$ cat config.mk
export PLATFORM = sky130hd
export DESIGN_NAME = port_pin_override_mux
export DESIGN_NICKNAME = d
export VERILOG_FILES = /design/src/verilog/port_mux_pkg.sv /design/src/verilog/port_pin_override_mux.sv
export SDC_FILE = /design/constraint.sdc
export NUM_CORES = 1
export LEC_CHECK = 0
export CELL_PAD_IN_SITES_DETAIL_PLACEMENT = 1
export CELL_PAD_IN_SITES_GLOBAL_PLACEMENT = 2
export CORE_UTILIZATION = 39
export DETAILED_ROUTE_END_ITERATION = 10
export DONT_BUFFER_PORTS = 1
export GPL_TIMING_DRIVEN = 0
export PLACE_DENSITY = 0.86
export REMOVE_ABC_BUFFERS = 1
export SETUP_SLACK_MARGIN = 0.2
export SYNTH_ARGS = -nofsm -noshare
export SYNTH_HDL_FRONTEND = slang
export SYNTH_SLANG_ARGS = --single-unit
$ cat constraint.sdc
create_clock -name clk_sys -period 2.2 [get_ports clk_sys]
set_input_delay 0.22 -clock clk_sys [delete_from_list [all_inputs] [get_ports clk_sys]]
set_output_delay 0.22 -clock clk_sys [all_outputs]
set_load 0.05 [all_outputs]
$ cat src/verilog/port_mux_pkg.sv
// Package: widths, reset values and carriers for the port override mux
package port_mux_pkg;
  localparam int PIN_COUNT = 8;
  localparam logic [7:0] PORT_RST = 8'h00;
  // Wishbone register byte offsets
  localparam logic [3:0] OFS_DIR = 4'h0;
  localparam logic [3:0] OFS_OUT = 4'h4;
  localparam logic [3:0] OFS_PULL = 4'h8;
  localparam logic [3:0] OFS_PIN = 4'hC;
  // Pin-change and analog control register offsets
  localparam logic [4:0] OFS_PCSRC = 5'h10;
  localparam logic [4:0] OFS_CTRL = 5'h14;
  localparam logic [4:0] OFS_ADIS = 5'h18;
  localparam int CTRL_PCGRP_BIT = 0;
  localparam int CMP_POS_PIN = 1;
  localparam int CMP_NEG_PIN = 2;

  // Override group from one peripheral for all pins of the port
  typedef struct packed {
    logic [7:0] pullupOverrideEn;
    logic [7:0] pullupOverrideVal;
    logic [7:0] dirOverrideEn;
    logic [7:0] dirOverrideVal;
    logic [7:0] valueOverrideEn;
    logic [7:0] valueOverrideVal;
    logic [7:0] toggleOverrideEn;
    logic [7:0] inputEnOverrideEn;
    logic [7:0] inputEnOverrideVal;
  } override_t;

  // Pad-facing controls per pin
  typedef struct packed {
    logic [7:0] pullupEn;
    logic [7:0] driveEn;
    logic [7:0] driveVal;
    logic [7:0] inputEn;
  } pad_ctrl_t;
endpackage

$ cat src/verilog/port_pin_override_mux.sv
// Port A override multiplexer with Wishbone port registers
//
// Local design decisions: the register addresses and register access over Wishbone.
`timescale 1ns/1ps
module port_pin_override_mux
  import port_mux_pkg::*;
#(
  parameter int PINS = PIN_COUNT
) (
  input wire logic clk_sys, // 125 MHz clock
  input wire logic rst_n, // Async reset, active low
  input wire logic wb_cyc_i, // Wishbone cycle
  input wire logic wb_stb_i, // Wishbone strobe
  input wire logic wb_we_i, // Write enable
  input wire logic [4:0] wb_adr_i, // Byte address
  input wire logic [3:0] wb_sel_i, // Byte selects
  input wire logic [31:0] wb_dat_i, // Write data
  output logic [31:0] wb_dat_o, // Read data
  output logic wb_ack_o, // Acknowledge
  input wire port_mux_pkg::override_t periphOvr, // Peripheral overrides
  input wire logic sleepClamp, // Deep sleep clamp, shared
  input wire logic [7:0] schmittOut, // Pad Schmitt outputs
  output port_mux_pkg::pad_ctrl_t padCtrl, // Pad controls
  output logic [7:0] rawPinInput, // Unsynchronised pin input
  output logic [7:0] analogChanEn, // Analog channel select hint
  output logic comparatorPosInput, // Comparator + pin input gate
  output logic comparatorNegInput // Comparator - pin input gate
);
  import port_mux_pkg::*;

  // Register selected by one byte address
  typedef enum logic [2:0] {
    SEL_DIR = 3'b000,
    SEL_OUT = 3'b001,
    SEL_PULL = 3'b010,
    SEL_PIN = 3'b011,
    SEL_PCSRC = 3'b100,
    SEL_CTRL = 3'b101,
    SEL_ADIS = 3'b110,
    SEL_NONE = 3'b111
  } reg_sel_t;

  // Byte-lane write helper, only lane 0 carries port bits
  function automatic logic [7:0] laneWrite(input logic [7:0] old,
                                           input logic [31:0] dat,
                                           input logic [3:0] sel);
    laneWrite = sel[0] ? dat[7:0] : old;
  endfunction

  // Address decode shared by the write and read paths
  function automatic reg_sel_t regDecode(input logic [4:0] adr);
    case (adr)
      {1'b0, OFS_DIR}: regDecode = SEL_DIR;
      {1'b0, OFS_OUT}: regDecode = SEL_OUT;
      {1'b0, OFS_PULL}: regDecode = SEL_PULL;
      {1'b0, OFS_PIN}: regDecode = SEL_PIN;
      OFS_PCSRC: regDecode = SEL_PCSRC;
      OFS_CTRL: regDecode = SEL_CTRL;
      OFS_ADIS: regDecode = SEL_ADIS;
      default: regDecode = SEL_NONE;
    endcase
  endfunction

  // Byte widened to the bus, upper lanes read as zero
  function automatic logic [31:0] busByte(input logic [7:0] val);
    busByte = {24'h000000, val};
  endfunction

  // Port register bits
  logic [7:0] dirReg, dirNext;
  logic [7:0] outReg, outNext;
  logic [7:0] pullReg, pullNext;

  // Pin-change and analog control bits
  logic [7:0] pcSrcReg, pcSrcNext;
  logic pcGrpReg, pcGrpNext;
  logic [7:0] adisReg, adisNext;

  // Pin input synchroniser stages
  logic [7:0] syncAReg, syncANext;
  logic [7:0] pinInReg, pinInNext;

  // Bus answer
  logic ackReg, ackNext;
  logic [31:0] rdReg, rdNext;

  // Pad-facing outputs
  pad_ctrl_t padReg, padNext;
  logic [7:0] rawReg, rawNext;
  logic [7:0] anReg, anNext;
  logic cmpPReg, cmpPNext;
  logic cmpNReg, cmpNNext;

  // Request decode and per-pin mux results
  logic wbReq;
  logic wbWrite;
  logic wbRead;
  reg_sel_t regSel;
  logic [7:0] pcTerm;
  wire logic [7:0] ovrInEn;
  wire logic [7:0] ovrInVal;
  wire logic [7:0] outEff;
  wire logic [7:0] pullupMux;
  wire logic [7:0] driveEnMux;
  wire logic [7:0] driveValMux;
  wire logic [7:0] inputEnMux;

  // A request is taken once; the registered ack
  // blocks a second take of the same cycle
  assign wbReq = wb_cyc_i && wb_stb_i && !ackReg;
  assign wbWrite = wbReq && wb_we_i;
  assign wbRead = wbReq && !wb_we_i;
  assign regSel = regDecode(wb_adr_i);

  // Pin-change term per pin, group enable shared
  assign pcTerm = pcSrcReg & {8{pcGrpReg}};

  // One override slice per pin
  for (genvar g = 0; g < PINS; g++) begin : gen_pin
    // Input enable override: peripheral, pin change or analog disable
    assign ovrInEn[g] = periphOvr.inputEnOverrideEn[g]
                        | pcTerm[g] | adisReg[g];
    // Peripheral value counts only under its own enable
    assign ovrInVal[g] = (periphOvr.inputEnOverrideEn[g]
                         & periphOvr.inputEnOverrideVal[g])
                         | pcTerm[g];
    // Toggle inverts the driven value, register bit untouched
    assign outEff[g] = outReg[g] ^ periphOvr.toggleOverrideEn[g];
    // Pull-up override or pull-up bit
    assign pullupMux[g] = periphOvr.pullupOverrideEn[g]
                          ? periphOvr.pullupOverrideVal[g]
                          : pullReg[g];
    // Direction override or direction bit
    assign driveEnMux[g] = periphOvr.dirOverrideEn[g]
                           ? periphOvr.dirOverrideVal[g]
                           : dirReg[g];
    // Value override or output value bit
    assign driveValMux[g] = periphOvr.valueOverrideEn[g]
                            ? periphOvr.valueOverrideVal[g]
                            : outEff[g];
    // Input enable override or sleep clamp, shared by all ports
    assign inputEnMux[g] = ovrInEn[g] ? ovrInVal[g]
                                      : !sleepClamp;
  end

  // Register file next state, strobes shared by all pins
  always_comb begin
    dirNext = dirReg;
    outNext = outReg;
    pullNext = pullReg;
    pcSrcNext = pcSrcReg;
    pcGrpNext = pcGrpReg;
    adisNext = adisReg;
    if (wbWrite) begin
      case (regSel)
        SEL_DIR: begin
          dirNext = laneWrite(dirReg, wb_dat_i, wb_sel_i);
        end
        SEL_OUT: begin
          outNext = laneWrite(outReg, wb_dat_i, wb_sel_i);
        end
        SEL_PULL: begin
          pullNext = laneWrite(pullReg, wb_dat_i, wb_sel_i);
        end
        SEL_PIN: begin
          if (wb_sel_i[0]) begin
            outNext = outReg ^ wb_dat_i[7:0];
          end
        end
        SEL_PCSRC: begin
          pcSrcNext = laneWrite(pcSrcReg, wb_dat_i, wb_sel_i);
        end
        SEL_CTRL: begin
          if (wb_sel_i[0]) begin
            pcGrpNext = wb_dat_i[CTRL_PCGRP_BIT];
          end
        end
        SEL_ADIS: begin
          adisNext = laneWrite(adisReg, wb_dat_i, wb_sel_i);
        end
        default: begin
          // Unmapped address, write dropped
        end
      endcase
    end
  end

  // Bus answer: one-cycle ack, read data only beside it
  always_comb begin
    ackNext = wbReq;
    rdNext = 32'h00000000;
    if (wbRead) begin
      case (regSel)
        SEL_DIR: begin
          rdNext = busByte(dirReg);
        end
        SEL_OUT: begin
          rdNext = busByte(outReg);
        end
        SEL_PULL: begin
          rdNext = busByte(pullReg);
        end
        SEL_PIN: begin
          rdNext = busByte(pinInReg);
        end
        SEL_PCSRC: begin
          rdNext = busByte(pcSrcReg);
        end
        SEL_CTRL: begin
          rdNext = {31'h00000000, pcGrpReg};
        end
        SEL_ADIS: begin
          rdNext = busByte(adisReg);
        end
        default: begin
          rdNext = 32'h00000000;
        end
      endcase
    end
  end

  // Pad controls and raw input next state
  always_comb begin
    padNext.pullupEn = pullupMux;
    padNext.driveEn = driveEnMux;
    padNext.driveVal = driveValMux;
    padNext.inputEn = inputEnMux;
    rawNext = schmittOut & inputEnMux;
  end

  // Port synchroniser; peripherals get the raw value instead
  // so their own synchronisers see no extra delay
  always_comb begin
    syncANext = rawNext;
    pinInNext = syncAReg;
  end

  // Analog channel hint and comparator input gates
  always_comb begin
    anNext = adisReg | ~dirReg;
    cmpPNext = !dirReg[CMP_POS_PIN] && !pullReg[CMP_POS_PIN];
    cmpNNext = !dirReg[CMP_NEG_PIN] && !pullReg[CMP_NEG_PIN];
  end

  // Port and pin-change registers
  always_ff @(posedge clk_sys or negedge rst_n) begin
    if (!rst_n) begin
      dirReg <= PORT_RST;
      outReg <= PORT_RST;
      pullReg <= PORT_RST;
      pcSrcReg <= PORT_RST;
      pcGrpReg <= 1'b0;
      adisReg <= PORT_RST;
    end else begin
      dirReg <= dirNext;
      outReg <= outNext;
      pullReg <= pullNext;
      pcSrcReg <= pcSrcNext;
      pcGrpReg <= pcGrpNext;
      adisReg <= adisNext;
    end
  end

  // Bus answer registers
  always_ff @(posedge clk_sys or negedge rst_n) begin
    if (!rst_n) begin
      ackReg <= 1'b0;
      rdReg <= 32'h00000000;
    end else begin
      ackReg <= ackNext;
      rdReg <= rdNext;
    end
  end

  // Pad registers; reset leaves pads undriven and inputs off
  always_ff @(posedge clk_sys or negedge rst_n) begin
    if (!rst_n) begin
      padReg <= '0;
      rawReg <= PORT_RST;
    end else begin
      padReg <= padNext;
      rawReg <= rawNext;
    end
  end

  // Synchroniser registers
  always_ff @(posedge clk_sys or negedge rst_n) begin
    if (!rst_n) begin
      syncAReg <= PORT_RST;
      pinInReg <= PORT_RST;
    end else begin
      syncAReg <= syncANext;
      pinInReg <= pinInNext;
    end
  end

  // Analog and comparator registers
  always_ff @(posedge clk_sys or negedge rst_n) begin
    if (!rst_n) begin
      anReg <= PORT_RST;
      cmpPReg <= 1'b0;
      cmpNReg <= 1'b0;
    end else begin
      anReg <= anNext;
      cmpPReg <= cmpPNext;
      cmpNReg <= cmpNNext;
    end
  end

  // Outputs straight from flip-flops
  assign wb_ack_o = ackReg;
  assign wb_dat_o = rdReg;
  assign padCtrl = padReg;
  assign rawPinInput = rawReg;
  assign analogChanEn = anReg;
  assign comparatorPosInput = cmpPReg;
  assign comparatorNegInput = cmpNReg;
endmodule

=== Word-level counts from Yosys, hierarchy flattened ===
Cells that the tools add are included.
Widths: inputs -> output; s select.

* Eq/ne operators: 14
* Muxes and demuxes: 38
* Bitwise gates (word level): 45
* Reductions and logical operators: 22

{| class="wikitable"
|+ Operator list
! operator !! count
|-
| $pmux 8 s7 || 1
|-
| $mux 1 || 32
|-
| $mux 8 || 3
|-
| $or 1x1->1 || 24
|-
| $pmux 3 s7 || 1
|-
| $and 8x8->8 || 2
|-
| $pmux 8 s2 || 1
|-
| $eq 5x5->1 const B || 3
|-
| $reduce_and 3->1 || 5
|-
| $eq 5x4->1 const B || 2
|-
| $eq 3x3->1 const B || 3
|-
| $and 1x1->1 || 8
|-
| $not 8->8 || 1
|-
| $or 8x8->8 || 1
|-
| $xor 1x1->1 || 8
|-
| $xor 8x8->8 || 1
|-
| $logic_not 1->1 || 7
|-
| $eq 3x2->1 const B || 2
|-
| $logic_and 1x1->1 || 6
|-
| $eq 5x3->1 const B || 1
|-
| $logic_not 5->1 || 1
|-
| $ne 2x2->1 const B || 2
|-
| $reduce_and 4->1 || 1
|-
| $eq 3x1->1 const B || 1
|-
| 2 further kinds || 2
|}

* Register bits after elaboration: 132
* Word-level logic and storage cells: 136

=== Logic depth before layout (Yosys ltp) ===
* Word-level depth: 5
* Mapped depth: 7

=== Worst setup path after synthesis ===
Ideal clock, no wire load.

* Path kind: register to register
* Start: register ackReg, in the netlist wb_ack_o
* End: register dirReg[0]
* Arrival: 2.082 ns
* Slack: -0.007 ns
* Cell stages (with the launch flop): 6
* Buffers on the path: 0
* Period minus slack after synthesis: 2.207 ns
* Cells stage by stage: dfrtp_1 > nand3b_4 > inv_1 > nand3_1 > nor4b_4 > mux2_2

* Longest elaborated chain between the ends: 4

{| class="wikitable"
|+ RTL lines
! element !! RTL line !! RTL
|-
| start, declared || port_pin_override_mux.sv:84 || <nowiki>logic ackReg, ackNext;</nowiki>
|-
| start signal, assigned || port_pin_override_mux.sv:270 || <nowiki>ackReg <= ackNext;</nowiki>
|-
| $logic_not 1->1 || port_pin_override_mux.sv:110 || <nowiki>assign wbReq = wb_cyc_i && wb_stb_i && !ackReg;</nowiki>
|-
| $logic_and 1x1->1 || port_pin_override_mux.sv:110 ||
|-
| via ackNext || port_pin_override_mux.sv:84 ||
|-
| $logic_and 1x1->1 || port_pin_override_mux.sv:111 || <nowiki>assign wbWrite = wbReq && wb_we_i;</nowiki>
|-
| $reduce_and 3->1 (no line) || -- ||
|-
| end signal, assigned || port_pin_override_mux.sv:255 || <nowiki>dirReg <= dirNext;</nowiki>
|-
| end, declared || port_pin_override_mux.sv:70 || <nowiki>logic [7:0] dirReg, dirNext;</nowiki>
|}

The timed path passes the listed nets, and every way through them passes these cells.
A chain may end at the register's enable or synchronous reset.

=== Worst setup path in the final report ===
* Start: register ackReg, in the netlist wb_ack_o
* End: register dirReg[1]

Same word-level chain as after synthesis.

==> flow_metrics.tcl <==
set metrics [dict create \
    max_stage_delay_ns 0.53 \
    dp_hpwl_um 7590 \
    postRouteAntennaNets 0 \
    rsz0062_at_grt "yes" \
    hold_violations 108 \
    nNetsFinal 515 \
    violations "negative hold slack" \
    critPathKind "register to register" \
    core_area_sq_mm 0.0115 \
    hold_ws_ns -0.432 \
    via_per_inst 5.50 \
    synth-edff-count 0 \
    synth.distinct_cells 37 \
    grtUsageTotal 0.198 \
    p_leak_uw 0.00238 \
    cts_tree "yes" \
    ys_ff_latch 108 \
    rows 39 \
    die_y_um 111 \
    cts.path.max_buffers 2 \
    yosys_warnings 0 \
    status "finished, violations left" \
    drt_iter0_drc 136 \
    r2r-end "dirReg[1]" \
    die_x_um 111 \
    hp-class "input port to async pin" \
    syn_area_sq_mm 0.00462 \
    post-place-ws_ns -0.604 \
    arrival_ns 2.20 \
    dieArea_sq_mm 0.0123 \
    fin_ws_ns 0.228 \
    path_cells "nand3b_4 -> inv_1 -> nand3_4 -> nor4b_4 -> buf_4 -> mux2_2" \
    grt_antenna_before_repair 0 \
    initial_core_util 0.403 \
    cp_max_fo 6 \
    slowest_stage "dfrtp_2" \
    power.density_mw_per_mm2 832 \
    clock_sinks 108 \
    routedWlPerCell_um 21.9 \
    peakVddDrop_uv 481 \
    design_area_sq_mm 0.00533 \
    insertion_delay_ns 0.35 \
    routed_wl_um 11700 \
    dpl_cell_area_sq_mm 0.00464 \
    start_kind "register" \
    clk_transition_reported_paths_ns 0.07 \
    clock_skew_ns 0.00401 \
    syn_area_per_cell_sq_um 13.0 \
    n_antenna_cell 0 \
    async_reset_ff_frac 1.00 \
    finalSetupViolations 0 \
    ff2ff_setup_slack_ns 0.23 \
    setup_tns_ns 0 \
    utilization 0.464 \
    grt_max_degree 109 \
    crit_start "wb_ack_o" \
    ctsHtreeMaxLevel 3 \
    grt_pass1_wl_um 18200 \
    dr_total_vias 2948 \
    r2r.worst_path.cells 6 \
    drv_cap 0 \
    ys.flop_type "dfrtp_1" \
    critical_path_required_ns 2.43 \
    finalCritPeriodShare 0.896 \
    slew_headroom 0.529 \
    worstMarginPinSlew_ns 0.701 \
    period_minus_slack_ns 1.97 \
    slew_violations 0 \
    place.gp.congestion 0.732 \
    rr_startpoint "wb_ack_o" \
    root_buffer "clkbuf_16" \
    seq_area_frac_synth 0.585 \
    cts_made_buffers 9 \
    end_kind "register" \
    pin_count 210 \
    hold_buffers 25 \
    global_route.overflow_total 0 \
    max_freq_mhz 507 \
    synthCells 357 \
    drc 0 \
    grt_pass1_vias 3173 \
    area_growth_pct 15.2 \
    io_buffers 0 \
    drtPass1Iterations 4 \
    drive_above_1_share 0.219 \
]
## cell type report
class                           count  area (sq um)
Clock buffer                       13           260
Clock inverter                      3          68.8
Fill cell                        1178          6140
Inverter                            3          11.3
Multi-Input combinational cell    231          1770
Sequential cell                   108          2700
Tap cell                          143           179
Timing Repair Buffer               35           337
## how the worst max path moves through the flow
stage	cells past startpoint	endpoint
after floorplan	5	dirReg[0]
after global placement	5	dirReg[2]
after detailed placement	5	dirReg[3]
after CTS	6	pcSrcReg[7]
after global routing	5	outReg[6]
final	6	dirReg[1]
## cell usage after synthesis (4+ instances only)
master | count | area [sq um]
o21ai_0 | 17 | 85.1
buf_2 | 6 | 30.0
xnor2_1 | 8 | 70.1
dfrtp_1 | 108 | 2700
mux2_2 | 49 | 552
and2_1 | 9 | 56.3
nor2_1 | 16 | 60.1
buf_4 | 24 | 180
nand2_1 | 13 | 48.8
nand3_1 | 7 | 35.0
nand2b_1 | 9 | 56.3
mux2i_1 | 11 | 110
nor3_1 | 12 | 60.1
a21oi_1 | 19 | 95.1
clkbuf_1 | 6 | 22.5
a221oi_1 | 4 | 35.0
a221o_1 | 8 | 80.1
## what timing repair did
item                       4_1_cts  5_1_grt
hold endpoints to repair       126      108
pin swaps                        4        3
resized for setup                6        1
setup endpoints to repair       41       26
buffers inserted                10        0
## layout by cell type (no fill, tap or decap), drive strengths merged, types with 9 or more instances in the layout
| cell | count |
|---|---|
| conb | 24 |
| mux2i | 11 |
| nand2 | 13 |
| nor2 | 16 |
| clkbuf | 13 |
| a21oi | 19 |
| buf | 10 |
| dlygate4sd3 | 25 |
| nand2b | 9 |
| o21ai | 17 |
| and2 | 9 |
| mux2 | 49 |
| dfrtp | 108 |
| nor3 | 14 |
## stage by stage
step | std cells | power, uW
after floorplan | 342 | 2600
after global placement | 485 | 2640
after CTS | 536 | 4470
after global routing | 536 | 4580
after detailed placement | 485 | 2650
final | 536 | 4430
## logic make-up after synthesis
kind of cell,after synthesis,synth area share
DFF,108,0.585
and+or+nand+nor,80,0.107
muxes,63,0.158
AOI/OAI and AO/OA,56,0.0788
buffers and inverters,41,0.0560
xor gates and xnor gates,8,0.0152
other,1,0.000811
## critical path: cells and delay by family (launching register included)
kind	cells	cell delay (ns)
mux	1	0.34
buf+inv	2	0.33
simple gates	3	0.66
flops	1	0.53
## registers in the layout, indices dropped and copies added, names as in the netlist
| name | count |
|---|---|
| adisReg | 8 |
| analogChanEn | 8 |
| comparatorNegInput | 1 |
| comparatorPosInput | 1 |
| dirReg | 8 |
| outReg | 8 |
| padCtrl | 32 |
| pcGrpReg | 1 |
| pcSrcReg | 8 |
| pinInNext | 8 |
| pinInReg | 8 |
| pullReg | 8 |
| wb_ack_o | 1 |
| wb_dat_o | 8 |
## metal layers
layer,global-route usage,share of wire,up-vias
met4,0.0667,0.014,0
met1,0.241,0.40,1516
li1,-,-,1297
met2,0.337,0.51,122
met3,0.0569,0.073,13
met5,0,0,-
## power breakdown
| group | leakage [uW] | internal, uW | switching, uW |
|---|---|---|---|
| Combinational | 0.000832 | 140 | 167 |
| Sequential | 0.00139 | 2080 | 272 |
| Clock | 0.000160 | 1060 | 710 |
Note: power is estimated with default switching activity, not from simulation.
